==> src/common/crb_pkg.sv <==
// Purpose: Shared constants for the charger rail and button register bank
// Assumes: 20 MHz reference clock, 8-bit registers
// Notes:   Button thresholds are held in milliseconds
package crb_pkg;

    // =========================================================
    // Register offsets and reset values
    localparam logic [7:0] DROOP_ADDR = 8'h18;
    localparam logic [7:0] ILIM_ADDR  = 8'h19;
    localparam logic [7:0] RAIL_ADDR  = 8'h1D;
    localparam logic [7:0] BTN_ADDR   = 8'h30;
    localparam logic [7:0] DROOP_RST  = 8'h3A;
    localparam logic [7:0] ILIM_RST   = 8'h01;
    localparam logic [7:0] RAIL_RST   = 8'h32;
    localparam logic [7:0] BTN_RST    = 8'h2E;

    // =========================================================
    // Field codes
    localparam logic [2:0] FOLD_OFF   = 3'h7;
    localparam logic [1:0] ACT_RESET  = 2'h0;

    // =========================================================
    // Timing, in their own units
    localparam int CLK_PERIOD_NS = 50;
    localparam int MS_NS         = 1000000;
    localparam int MS_CYCLES     = (MS_NS + CLK_PERIOD_NS - 1) / CLK_PERIOD_NS;
    localparam int MS_W          = 14;
    localparam logic [13:0] MS_MAX     = 14'h3FFF;
    localparam logic [13:0] WAKE1_S_MS = 14'h007D;
    localparam logic [13:0] WAKE1_L_MS = 14'h01F4;
    localparam logic [13:0] WAKE2_S_MS = 14'h03E8;
    localparam logic [13:0] WAKE2_L_MS = 14'h07D0;

    // =========================================================
    // Decoding steps
    localparam logic [12:0] RAIL_BASE_MV  = 13'h0258;
    localparam logic [12:0] DROOP_BASE_MV = 13'h1068;
    localparam logic [12:0] STEP_100      = 13'h0064;
    localparam logic [12:0] FOLD_BASE_C   = 13'h0050;
    localparam logic [12:0] FOLD_STEP_C   = 13'h0005;

    // Base plus code times step
    function automatic logic [12:0] lin_val(input logic [12:0] base,
                                           input logic [12:0] step,
                                           input logic [4:0]  code);
        return 13'(base + step * {8'h00, code});
    endfunction

    // Input current limit in mA
    function automatic logic [9:0] ilim_ma(input logic [2:0] c);
        case (c)
            3'h0:    return 10'h032;
            3'h1:    return 10'h064;
            3'h2:    return 10'h096;
            3'h3:    return 10'h0C8;
            3'h4:    return 10'h12C;
            3'h5:    return 10'h190;
            3'h6:    return 10'h1F4;
            default: return 10'h258;
        endcase
    endfunction

    // Hardware-reset hold time in ms
    function automatic logic [13:0] hold_ms(input logic [1:0] c);
        case (c)
            2'h0:    return 14'h0FA0;
            2'h1:    return 14'h1F40;
            2'h2:    return 14'h2710;
            default: return 14'h36B0;
        endcase
    endfunction

    // Warning lead ahead of the hold time in ms
    function automatic logic [13:0] lead_ms(input logic [1:0] c);
        case (c)
            2'h0:    return 14'h01F4;
            2'h1:    return 14'h03E8;
            2'h2:    return 14'h05DC;
            default: return 14'h07D0;
        endcase
    endfunction

endpackage

==> src/logic/crb_press_timer.sv <==
// Purpose: Measures a button press and raises threshold events
// Assumes: btn_low is already synchronised; tick is a 1 ms pulse
// Notes:   Events are one-cycle pulses, one per threshold per press
`timescale 1ns/1ps
module crb_press_timer (
    input  wire logic       ref_clk,
    input  wire logic       rst_b,
    input  wire logic       tick,
    input  wire logic       btn_low,
    input  wire logic       vin_ok,
    input  wire logic       gate,
    input  wire logic       wake1_sel,
    input  wire logic       wake2_sel,
    input  wire logic [1:0] warn_sel,
    input  wire logic [1:0] hold_sel,
    input  wire logic [1:0] action,
    output logic            wake1_evt,
    output logic            wake2_evt,
    output logic            warn_evt,
    output logic            hw_reset_evt,
    output logic            ship_evt
);
    import crb_pkg::*;

    // =========================================================
    // Press counter
    logic [MS_W-1:0] press_ff;   // Held time in ms
    logic [MS_W-1:0] nxt_press;  // Count after one more ms
    logic            step;       // A counted ms of press
    logic [MS_W-1:0] w1_ms;      // Selected thresholds
    logic [MS_W-1:0] w2_ms;
    logic [MS_W-1:0] hd_ms;
    logic [MS_W-1:0] wn_ms;
    logic            hold_hit;   // Hold time reached now

    // Thresholds follow the live settings
    always_comb begin
        step      = tick && btn_low && (press_ff != MS_MAX);
        nxt_press = press_ff + 14'h0001;
        w1_ms     = wake1_sel ? WAKE1_L_MS : WAKE1_S_MS;
        w2_ms     = wake2_sel ? WAKE2_L_MS : WAKE2_S_MS;
        hd_ms     = hold_ms(hold_sel);
        wn_ms     = hd_ms - lead_ms(warn_sel);
        hold_hit  = step && (nxt_press == hd_ms);
    end

    // Saturating count, cleared at once on release
    always_ff @(posedge ref_clk or negedge rst_b) begin
        if (!rst_b) begin
            press_ff <= '0;
        end else if (!btn_low) begin
            press_ff <= '0;
        end else if (step) begin
            press_ff <= nxt_press;
        end
    end

    // =========================================================
    // Events: equality on the step makes each fire once
    always_ff @(posedge ref_clk or negedge rst_b) begin
        if (!rst_b) begin
            wake1_evt    <= 1'b0;
            wake2_evt    <= 1'b0;
            warn_evt     <= 1'b0;
            hw_reset_evt <= 1'b0;
            ship_evt     <= 1'b0;
        end else begin
            wake1_evt    <= step && (nxt_press == w1_ms);
            wake2_evt    <= step && (nxt_press == w2_ms);
            warn_evt     <= step && (nxt_press == wn_ms);
            // Gate bit needs a valid supply at that very moment
            hw_reset_evt <= hold_hit && (action == ACT_RESET)
                            && (!gate || vin_ok);
            ship_evt     <= hold_hit && action[1];
        end
    end
endmodule

==> src/logic/crb_regs_top.sv <==
// Purpose: Two-wire register slice for input, rail and button control
// Assumes: 20 MHz ref_clk far above the serial clock rate
// Notes:   Decoded values are registered; no clock stretching
//
// Notes on behaviour
// - droop regulation on when bit low
// - foldback 80 to 110 C, code 7 off
// - current limit codes ascend, reset 100 mA
// - rail voltage 600 mV plus 100 mV steps
// - rail enable bit, resets off
// - mode bit: regulator or switch, resets switch
// - gate low: reset when hold reached
// - gate high: reset needs valid supply too
// - first wake 125 or 500 ms
// - second wake 1 or 2 s
// - hold time 4, 8, 10, 14 s
// - warning 0.5 to 2 s before hold
// - current limit register 0x19, reset 0x1
// - rail register 0x1D, reset 0x32
// - button timing register 0x30, reset 0x2E
// - long press action picks reset, nothing, ship
`timescale 1ns/1ps
module crb_regs_top #(
    parameter int unsigned ms_cycles_p = crb_pkg::MS_CYCLES,
    // Arbitrary bus address value
    parameter logic [6:0]  dev_addr_p  = 7'h2A
) (
    input  wire logic        ref_clk,
    input  wire logic        rst_b,
    input  wire logic        scl,
    input  wire logic        sda,
    output logic             sda_data,
    output logic             sda_oe,
    input  wire logic        pushbutton_input_n,
    input  wire logic        vin_valid,
    input  wire logic [1:0]  button_long_press_action,
    output logic             input_droop_disable,
    output logic [2:0]       input_droop_level,
    output logic [2:0]       thermal_foldback_threshold,
    output logic [2:0]       input_current_limit,
    output logic             output_rail_enable,
    output logic [4:0]       rail_voltage_code,
    output logic             rail_mode_select,
    output logic [12:0]      droop_mv,
    output logic [12:0]      foldback_c,
    output logic             foldback_on,
    output logic [9:0]       ilim_ma,
    output logic [12:0]      rail_mv,
    output logic             button_wake1_evt,
    output logic             button_wake2_evt,
    output logic             button_warn_evt,
    output logic             button_hw_reset,
    output logic             button_ship_req
);
    import crb_pkg::*;

    // =========================================================
    // Serial engine states
    typedef enum logic [2:0] {
        ST_IDLE = 3'b000,
        ST_ADDR = 3'b001,
        ST_ACK  = 3'b010,
        ST_WR   = 3'b011,
        ST_RD   = 3'b100,
        ST_RACK = 3'b101
    } crb_st_t;

    localparam int TW = $clog2(ms_cycles_p + 1);

    // =========================================================
    // Storage
    logic [7:0]  droop_ff;   // Droop and foldback control
    logic [7:0]  ilim_ff;    // Input current limit control
    logic [7:0]  rail_ff;    // Output rail control
    logic [7:0]  btn_ff;     // Button timing control
    crb_st_t     st_ff;      // Serial engine state
    logic [3:0]  cnt_ff;     // Bits seen in this byte
    logic [7:0]  sh_ff;      // Shift register
    logic [7:0]  ptr_ff;     // Register pointer
    logic        ptr_ok_ff;  // Pointer byte already taken
    logic        rw_ff;      // Read transfer
    logic        oe_ff;      // Pull the data line low
    logic [2:0]  scl_ff;     // Sync pair plus history
    logic [2:0]  sda_ff;
    logic [1:0]  btn_s_ff;   // Button sync pair
    logic [1:0]  vin_s_ff;   // Supply-valid sync pair
    logic [TW-1:0] tick_cnt_ff;  // Millisecond divider
    logic        tick_ff;    // One-cycle ms pulse
    logic        up_ff;      // Low only in first cycle after reset

    // =========================================================
    // Line events, seen only after the sync pair
    logic scl_rise;
    logic scl_fall;
    logic start_c;
    logic stop_c;
    logic wr_stb;      // Store one data byte
    logic [7:0] rdat;  // Register at the pointer

    always_comb begin
        scl_rise = scl_ff[1] && !scl_ff[2];
        scl_fall = !scl_ff[1] && scl_ff[2];
        start_c  = scl_ff[1] && scl_ff[2] && sda_ff[2] && !sda_ff[1];
        stop_c   = scl_ff[1] && scl_ff[2] && !sda_ff[2] && sda_ff[1];
        wr_stb   = scl_fall && (st_ff == ST_WR) && (cnt_ff == 4'h8)
                   && ptr_ok_ff;
    end

    // Read mux; unmapped offsets read zero
    always_comb begin
        case (ptr_ff)
            DROOP_ADDR: rdat = droop_ff;
            ILIM_ADDR:  rdat = ilim_ff;
            RAIL_ADDR:  rdat = rail_ff;
            BTN_ADDR:   rdat = btn_ff;
            default:    rdat = 8'h00;
        endcase
    end

    // =========================================================
    // Synchronisers: the first stage feeds only the second
    always_ff @(posedge ref_clk or negedge rst_b) begin
        if (!rst_b) begin
            scl_ff   <= 3'h7;
            sda_ff   <= 3'h7;
            btn_s_ff <= 2'h3;
            vin_s_ff <= 2'h0;
        end else begin
            scl_ff   <= {scl_ff[1:0], scl};
            sda_ff   <= {sda_ff[1:0], sda};
            btn_s_ff <= {btn_s_ff[0], pushbutton_input_n};
            vin_s_ff <= {vin_s_ff[0], vin_valid};
        end
    end

    // =========================================================
    // Serial engine
    // Data changes only after a clock fall, keeping hold time
    always_ff @(posedge ref_clk or negedge rst_b) begin
        if (!rst_b) begin
            st_ff     <= ST_IDLE;
            cnt_ff    <= 4'h0;
            sh_ff     <= 8'h00;
            ptr_ff    <= 8'h00;
            ptr_ok_ff <= 1'b0;
            rw_ff     <= 1'b0;
            oe_ff     <= 1'b0;
        end else if (start_c) begin
            // Start or repeated start; pointer is kept for reads
            st_ff     <= ST_ADDR;
            cnt_ff    <= 4'h0;
            ptr_ok_ff <= 1'b0;
            oe_ff     <= 1'b0;
        end else if (stop_c) begin
            st_ff <= ST_IDLE;
            oe_ff <= 1'b0;
        end else begin
            unique case (st_ff)
                ST_IDLE: begin
                    oe_ff <= 1'b0;
                end
                ST_ADDR, ST_WR: begin
                    if (scl_rise) begin
                        sh_ff  <= {sh_ff[6:0], sda_ff[1]};
                        cnt_ff <= cnt_ff + 4'h1;
                    end else if (scl_fall && cnt_ff == 4'h8) begin
                        cnt_ff <= 4'h0;
                        if (st_ff == ST_WR) begin
                            // Acknowledge every written byte
                            oe_ff <= 1'b1;
                            st_ff <= ST_ACK;
                            if (!ptr_ok_ff) begin
                                ptr_ff    <= sh_ff;
                                ptr_ok_ff <= 1'b1;
                            end else begin
                                ptr_ff <= ptr_ff + 8'h01;
                            end
                        end else if (sh_ff[7:1] == dev_addr_p) begin
                            oe_ff <= 1'b1;
                            rw_ff <= sh_ff[0];
                            st_ff <= ST_ACK;
                        end else begin
                            // Other device: stay quiet
                            st_ff <= ST_IDLE;
                        end
                    end
                end
                ST_ACK: begin
                    if (scl_fall) begin
                        cnt_ff <= 4'h0;
                        if (rw_ff) begin
                            sh_ff  <= rdat;
                            oe_ff  <= !rdat[7];
                            ptr_ff <= ptr_ff + 8'h01;
                            st_ff  <= ST_RD;
                        end else begin
                            oe_ff <= 1'b0;
                            st_ff <= ST_WR;
                        end
                    end
                end
                ST_RD: begin
                    if (scl_rise) begin
                        cnt_ff <= cnt_ff + 4'h1;
                    end else if (scl_fall) begin
                        if (cnt_ff == 4'h8) begin
                            // Release for the controller's ack
                            oe_ff <= 1'b0;
                            st_ff <= ST_RACK;
                        end else begin
                            sh_ff <= {sh_ff[6:0], 1'b0};
                            oe_ff <= !sh_ff[6];
                        end
                    end
                end
                ST_RACK: begin
                    if (scl_rise && sda_ff[1]) begin
                        // Not acknowledged: read ends
                        st_ff <= ST_IDLE;
                    end else if (scl_fall) begin
                        // Acknowledged: next byte, pointer advances
                        cnt_ff <= 4'h0;
                        sh_ff  <= rdat;
                        oe_ff  <= !rdat[7];
                        ptr_ff <= ptr_ff + 8'h01;
                        st_ff  <= ST_RD;
                    end
                end
                default: begin
                    st_ff <= ST_IDLE;
                    oe_ff <= 1'b0;
                end
            endcase
        end
    end

    // =========================================================
    // Register file; all bits, reserved ones too, are writable
    always_ff @(posedge ref_clk or negedge rst_b) begin
        if (!rst_b) begin
            droop_ff <= DROOP_RST;
            ilim_ff  <= ILIM_RST;
            rail_ff  <= RAIL_RST;
            btn_ff   <= BTN_RST;
        end else if (wr_stb) begin
            case (ptr_ff)
                DROOP_ADDR: droop_ff <= sh_ff;
                ILIM_ADDR:  ilim_ff  <= sh_ff;
                RAIL_ADDR:  rail_ff  <= sh_ff;
                BTN_ADDR:   btn_ff   <= sh_ff;
                default:    droop_ff <= droop_ff;
            endcase
        end
    end

    // Open-drain line: only ever pulls low
    always_comb begin
        sda_data = 1'b0;
        sda_oe   = oe_ff;
    end

    // Control fields straight from the register bits
    always_comb begin
        input_droop_disable        = droop_ff[7];
        input_droop_level          = droop_ff[6:4];
        thermal_foldback_threshold = droop_ff[2:0];
        input_current_limit        = ilim_ff[2:0];
        output_rail_enable         = rail_ff[7];
        rail_voltage_code          = rail_ff[6:2];
        rail_mode_select           = rail_ff[1];
    end

    // =========================================================
    // Decoded set points for the analog loops
    always_ff @(posedge ref_clk or negedge rst_b) begin
        if (!rst_b) begin
            droop_mv    <= 13'h0000;
            foldback_c  <= 13'h0000;
            foldback_on <= 1'b0;
            ilim_ma     <= 10'h000;
            rail_mv     <= 13'h0000;
        end else begin
            droop_mv    <= lin_val(DROOP_BASE_MV, STEP_100,
                                   {2'h0, droop_ff[6:4]});
            foldback_c  <= lin_val(FOLD_BASE_C, FOLD_STEP_C,
                                   {2'h0, droop_ff[2:0]});
            foldback_on <= droop_ff[2:0] != FOLD_OFF;
            ilim_ma     <= crb_pkg::ilim_ma(ilim_ff[2:0]);
            rail_mv     <= lin_val(RAIL_BASE_MV, STEP_100,
                                   rail_ff[6:2]);
        end
    end

    // =========================================================
    // Millisecond enable; one clock, no derived clock
    always_ff @(posedge ref_clk or negedge rst_b) begin
        if (!rst_b) begin
            tick_cnt_ff <= '0;
            tick_ff     <= 1'b0;
        end else if (tick_cnt_ff == TW'(ms_cycles_p - 1)) begin
            tick_cnt_ff <= '0;
            tick_ff     <= 1'b1;
        end else begin
            tick_cnt_ff <= tick_cnt_ff + TW'(1);
            tick_ff     <= 1'b0;
        end
    end

    // Marks the first cycle after reset for checking
    always_ff @(posedge ref_clk or negedge rst_b) begin
        if (!rst_b) begin
            up_ff <= 1'b0;
        end else begin
            up_ff <= 1'b1;
        end
    end

    // =========================================================
    // Press timing
    crb_press_timer u_press (
        .ref_clk      (ref_clk),
        .rst_b        (rst_b),
        .tick         (tick_ff),
        .btn_low      (!btn_s_ff[1]),
        .vin_ok       (vin_s_ff[1]),
        .gate         (btn_ff[7]),
        .wake1_sel    (btn_ff[6]),
        .wake2_sel    (btn_ff[5]),
        .warn_sel     (btn_ff[4:3]),
        .hold_sel     (btn_ff[2:1]),
        .action       (button_long_press_action),
        .wake1_evt    (button_wake1_evt),
        .wake2_evt    (button_wake2_evt),
        .warn_evt     (button_warn_evt),
        .hw_reset_evt (button_hw_reset),
        .ship_evt     (button_ship_req)
    );
endmodule

==> config.mk <==
export PLATFORM = sky130hd
export DESIGN_NAME = crb_regs_top
export DESIGN_NICKNAME = d
export VERILOG_FILES = /design/src/common/crb_pkg.sv /design/src/logic/crb_press_timer.sv /design/src/logic/crb_regs_top.sv
export SDC_FILE = /design/constraint.sdc
export NUM_CORES = 1
export LEC_CHECK = 0
export ABC_CLOCK_PERIOD_IN_PS = 2600
export BUFFER_PORTS_ARGS = -buffer_cell sky130_fd_sc_hd__buf_2
export CAP_MARGIN = 20
export CELL_PAD_IN_SITES_DETAIL_PLACEMENT = 0
export CELL_PAD_IN_SITES_GLOBAL_PLACEMENT = 1
export CORE_ASPECT_RATIO = 1.2
export CORE_UTILIZATION = 43
export CTS_BUF_LIST = sky130_fd_sc_hd__clkbuf_16
export CTS_CLUSTER_DIAMETER = 60
export CTS_CLUSTER_SIZE = 12
export DETAILED_ROUTE_END_ITERATION = 10
export PLACE_DENSITY = 0.79
export SETUP_SLACK_MARGIN = 0.02
export SKIP_CTS_REPAIR_TIMING = 1
export SYNTH_ARGS = -nofsm -noshare
export SYNTH_HDL_FRONTEND = slang
export SYNTH_SLANG_ARGS = --single-unit
export TNS_END_PERCENT = 1
==> constraint.sdc <==
create_clock -name ref_clk -period 2.6 [get_ports ref_clk]
set_clock_uncertainty 0.1 [all_clocks]
set_input_delay 0.78 -clock ref_clk [delete_from_list [all_inputs] [get_ports ref_clk]]
set_output_delay 0.78 -clock ref_clk [all_outputs]
set_load 0.005 [all_outputs]
==> metrics.md <==
| Metric | Value |
|---|---|
| Syn. warnings | `0` |
| Sequential area share after synthesis | `43.1%` |
| Total clock sinks | `142` |
| Cell with the most instances after synthesis | `dfrtp_1` |
| GRT overflow | `0` |
| Rows | `55` |
| Largest area contributor in the netlist | `dfrtp_1` |
| Routed vias | `6160` |
| Antenna violations before repair | `0` |
| Clk slew on worst S/H paths | `0.06 ns` |
| Setup TNS | `0 ns` |
| Die Y | `154 um` |
| Share of the synthesized area in the top cell type | `36.8%` |
| Crit path max fanout | `3` |
| DR DRC count | `0` |
| Most used cell, CP | `ha_4` |
| Max Clock Freq | `0.399 GHz` |
| Leak pwr | `4.58 nW` |
| TritonCTS clock tree | `built` |
| Vias per Instance | `5.21` |
| Pre-Repair DR Iteration Count | `5` |
| Relative slew slack | `60.0%` |
| Detailed Place HPWL | `13400 um` |
| Cell variety after synth | `80` |
| Total power | `5.21 mW` |
| Worst hold slack | `0.174 ns` |
| Fill cells | `1761` |
| Number of instances in the placed design | `1151` |
| Finished Layout Cells | `1182` |
| Share of cells above drive strength 1 | `28.0%` |
| Cell Pwr Density | `527 mW/mm^2` |
| Post-synthesis async set-or-reset flop share | `100%` |
| Required @ worst endpoint | `2.83 ns` |
| Initial Utilization | `44.0%` |
| Post-synth EDFFs | `0` |
| Syn Area/Cell | `10.2 um^2` |
| Hold Violations, Final | `0` |
| Max Slew Vio Count | `0` |
| Antenna Nets Post-Route | `0` |
| Commonest cells post-synth | `dfrtp_1, nand2_1, nor2_1, ha_1, xnor2_1` |
| Peak supply drop | `472 uV` |
| Gpl congestion | `0.839` |
| Reg area | `0.00358 mm^2` |
| H-Tree Depth | `4` |
| Worst-case clock buffer depth | `2` |
| Critical path arrival | `2.73 ns` |
| Total track usage | `19.8%` |
| Dominant synthesized flop cell | `dfrtp_1` |
| Worst setup EP type | `flop` |
| IO Count | `82` |
| Fin crit period | `2.51 ns` |
| Drt total wl | `18500 um` |
| Setup crit start kind | `flop` |
| N_diodes | `0` |
| Die X | `129 um` |
| Largest net degree at the start of global routing | `43` |
| Period utilisation layout | `96.4%` |
| Later-pin clock latency in the skew report | `0.42 ns` |
| Status | `finished, final reports clean` |
| Synth top area cells | `dfrtp_1, ha_1, dfstp_2` |
| P&R area growth vs syn | `19.0%` |
| Hold crit path type | `input pin to async pin` |
| Vias in the first global route | `6015` |
| Total core area | `0.0189 mm^2` |
| First-pass GRT wire length | `30700 um` |
| Worst path slowest cell | `dfstp_2` |
| Final Setup Violations | `0` |
| Final-stage net count | `973` |
| Worst Setup Path Type | `flop to flop` |
| # port buffers | `69` |
| CTS Buf Count | `17` |
| Die area | `0.0199 mm^2` |
| CP peak stage delay | `0.54 ns` |
| Number of max-cap violations | `0` |
| Mapped cell area | `0.00830 mm^2` |
| Initial DRC count | `344` |
| RSZ-0062 raised after global routing | `yes` |
| Yosys reg bits | `142` |
| Gate count of the mapped netlist | `816` |
| Area of the multi-input gates | `0.00439 mm^2` |
| Critical Path, Cell by Cell | `inv_2 > ha_4 > or2_4 > ha_4 > nor4b_4 > o31a_1 > xor2_1 > xnor2_1 > nand4_1 > nor4_2` |
| Routed WL per cell | `15.6 um` |
| CTS Root Buffer Type | `clkbuf_16` |
| Least-Margin Pin Slew | `0.595 ns` |
==> flip-flops by register name, indices dropped and copies added, names as in the netlist, 9 cells and up <==
register,cells
tick_cnt_ff,15
u_press.press_ff,14
rail_mv,11
droop_mv,10
ilim_ma,9
==> cells by family after synthesis <==
logic type | after synthesis | share of synthesized area, %
flip-flops | 142 | 43.1
multiplexers | 47 | 6.91
adder cells (fa/ha/maj) | 50 | 7.63
XOR/XNOR | 72 | 7.86
buffers and inverters | 102 | 6.46
other | 2 | 0.0905
AO/OA/AOI/OAI | 146 | 11.1
AND/OR/NAND/NOR | 255 | 16.8
==> power by group <==
part,total (mW),internal [mW],switching [mW]
combinational,0.357,0.151,0.206
sequential,2.39,2.28,0.109
clock,2.46,1.50,0.954
total,5.21,3.94,1.27
==> final cells by class <==
class | instances | area share [%]
clock buffer | 17 | 4.31
clock inverter | 13 | 1.67
inverter | 39 | 1.48
multi-input combinational | 583 | 44.5
sequential | 142 | 36.2
tap | 256 | 3.24
timing repair buffer | 132 | 8.60
==> worst paths after layout <==
path                        startpoint  cells after the start  slack, ns                to
max                          btn_ff[1]                     10       0.09  u_press.warn_evt
min in group ref_clk       vin_s_ff[0]                      0       0.25       vin_s_ff[1]
min                              rst_b                      1       0.17       rail_mv[11]
max in group asynchronous        rst_b                      2       1.60       btn_s_ff[0]
max reg2reg                  btn_ff[1]                     10       0.09  u_press.warn_evt
min reg2reg                vin_s_ff[0]                      0       0.25       vin_s_ff[1]
==> metal layers <==
layer	part of all wire [%]	global-route usage (%)
met3	3.6	4.21
met1	45	26.1
met4	1.5	6.22
met2	50	32.3
met5	0	0
==> layout by cell type (no fill, tap or decap), types with 10 or more instances in the layout <==
cell       count
buf_4         61
dfstp_2       20
nand2b_1      12
clkbuf_16     17
mux2_4        16
nor3_1        18
xor2_1        20
buf_2         68
mux2i_1       13
a31oi_1       11
nand2_1       58
nand4_1       10
dfrtp_1      122
a21oi_1       34
nor2_1        56
mux2_2        18
conb_1        13
inv_1         38
nand3_1       27
xnor2_1       48
ha_1          40
o21ai_0       39
==> per-stage QoR <==
step	area, um^2	worst slack (ns)	util (%)
6_report	9880	0.0949	52.4
3_3_place_gp	9130	-0.0222	48.4
3_5_place_dp	9130	-0.0480	48.4
5_1_grt	9880	-0.0569	52.4
2_1_floorplan	8360	0.0168	-
4_1_cts	9720	-0.0617	51.6
==> critical path, delay by kind of cell, from the launching register on <==
kind | cells | cell delay, ns
buffers and inverters | 1 | 0.05
AND/OR/NAND/NOR | 4 | 0.77
flip-flops | 1 | 0.54
AO/OA/AOI/OAI | 1 | 0.21
XOR/XNOR | 2 | 0.32
adder cells (fa/ha/maj) | 2 | 0.43
Power figures use the tool's default switching activity.
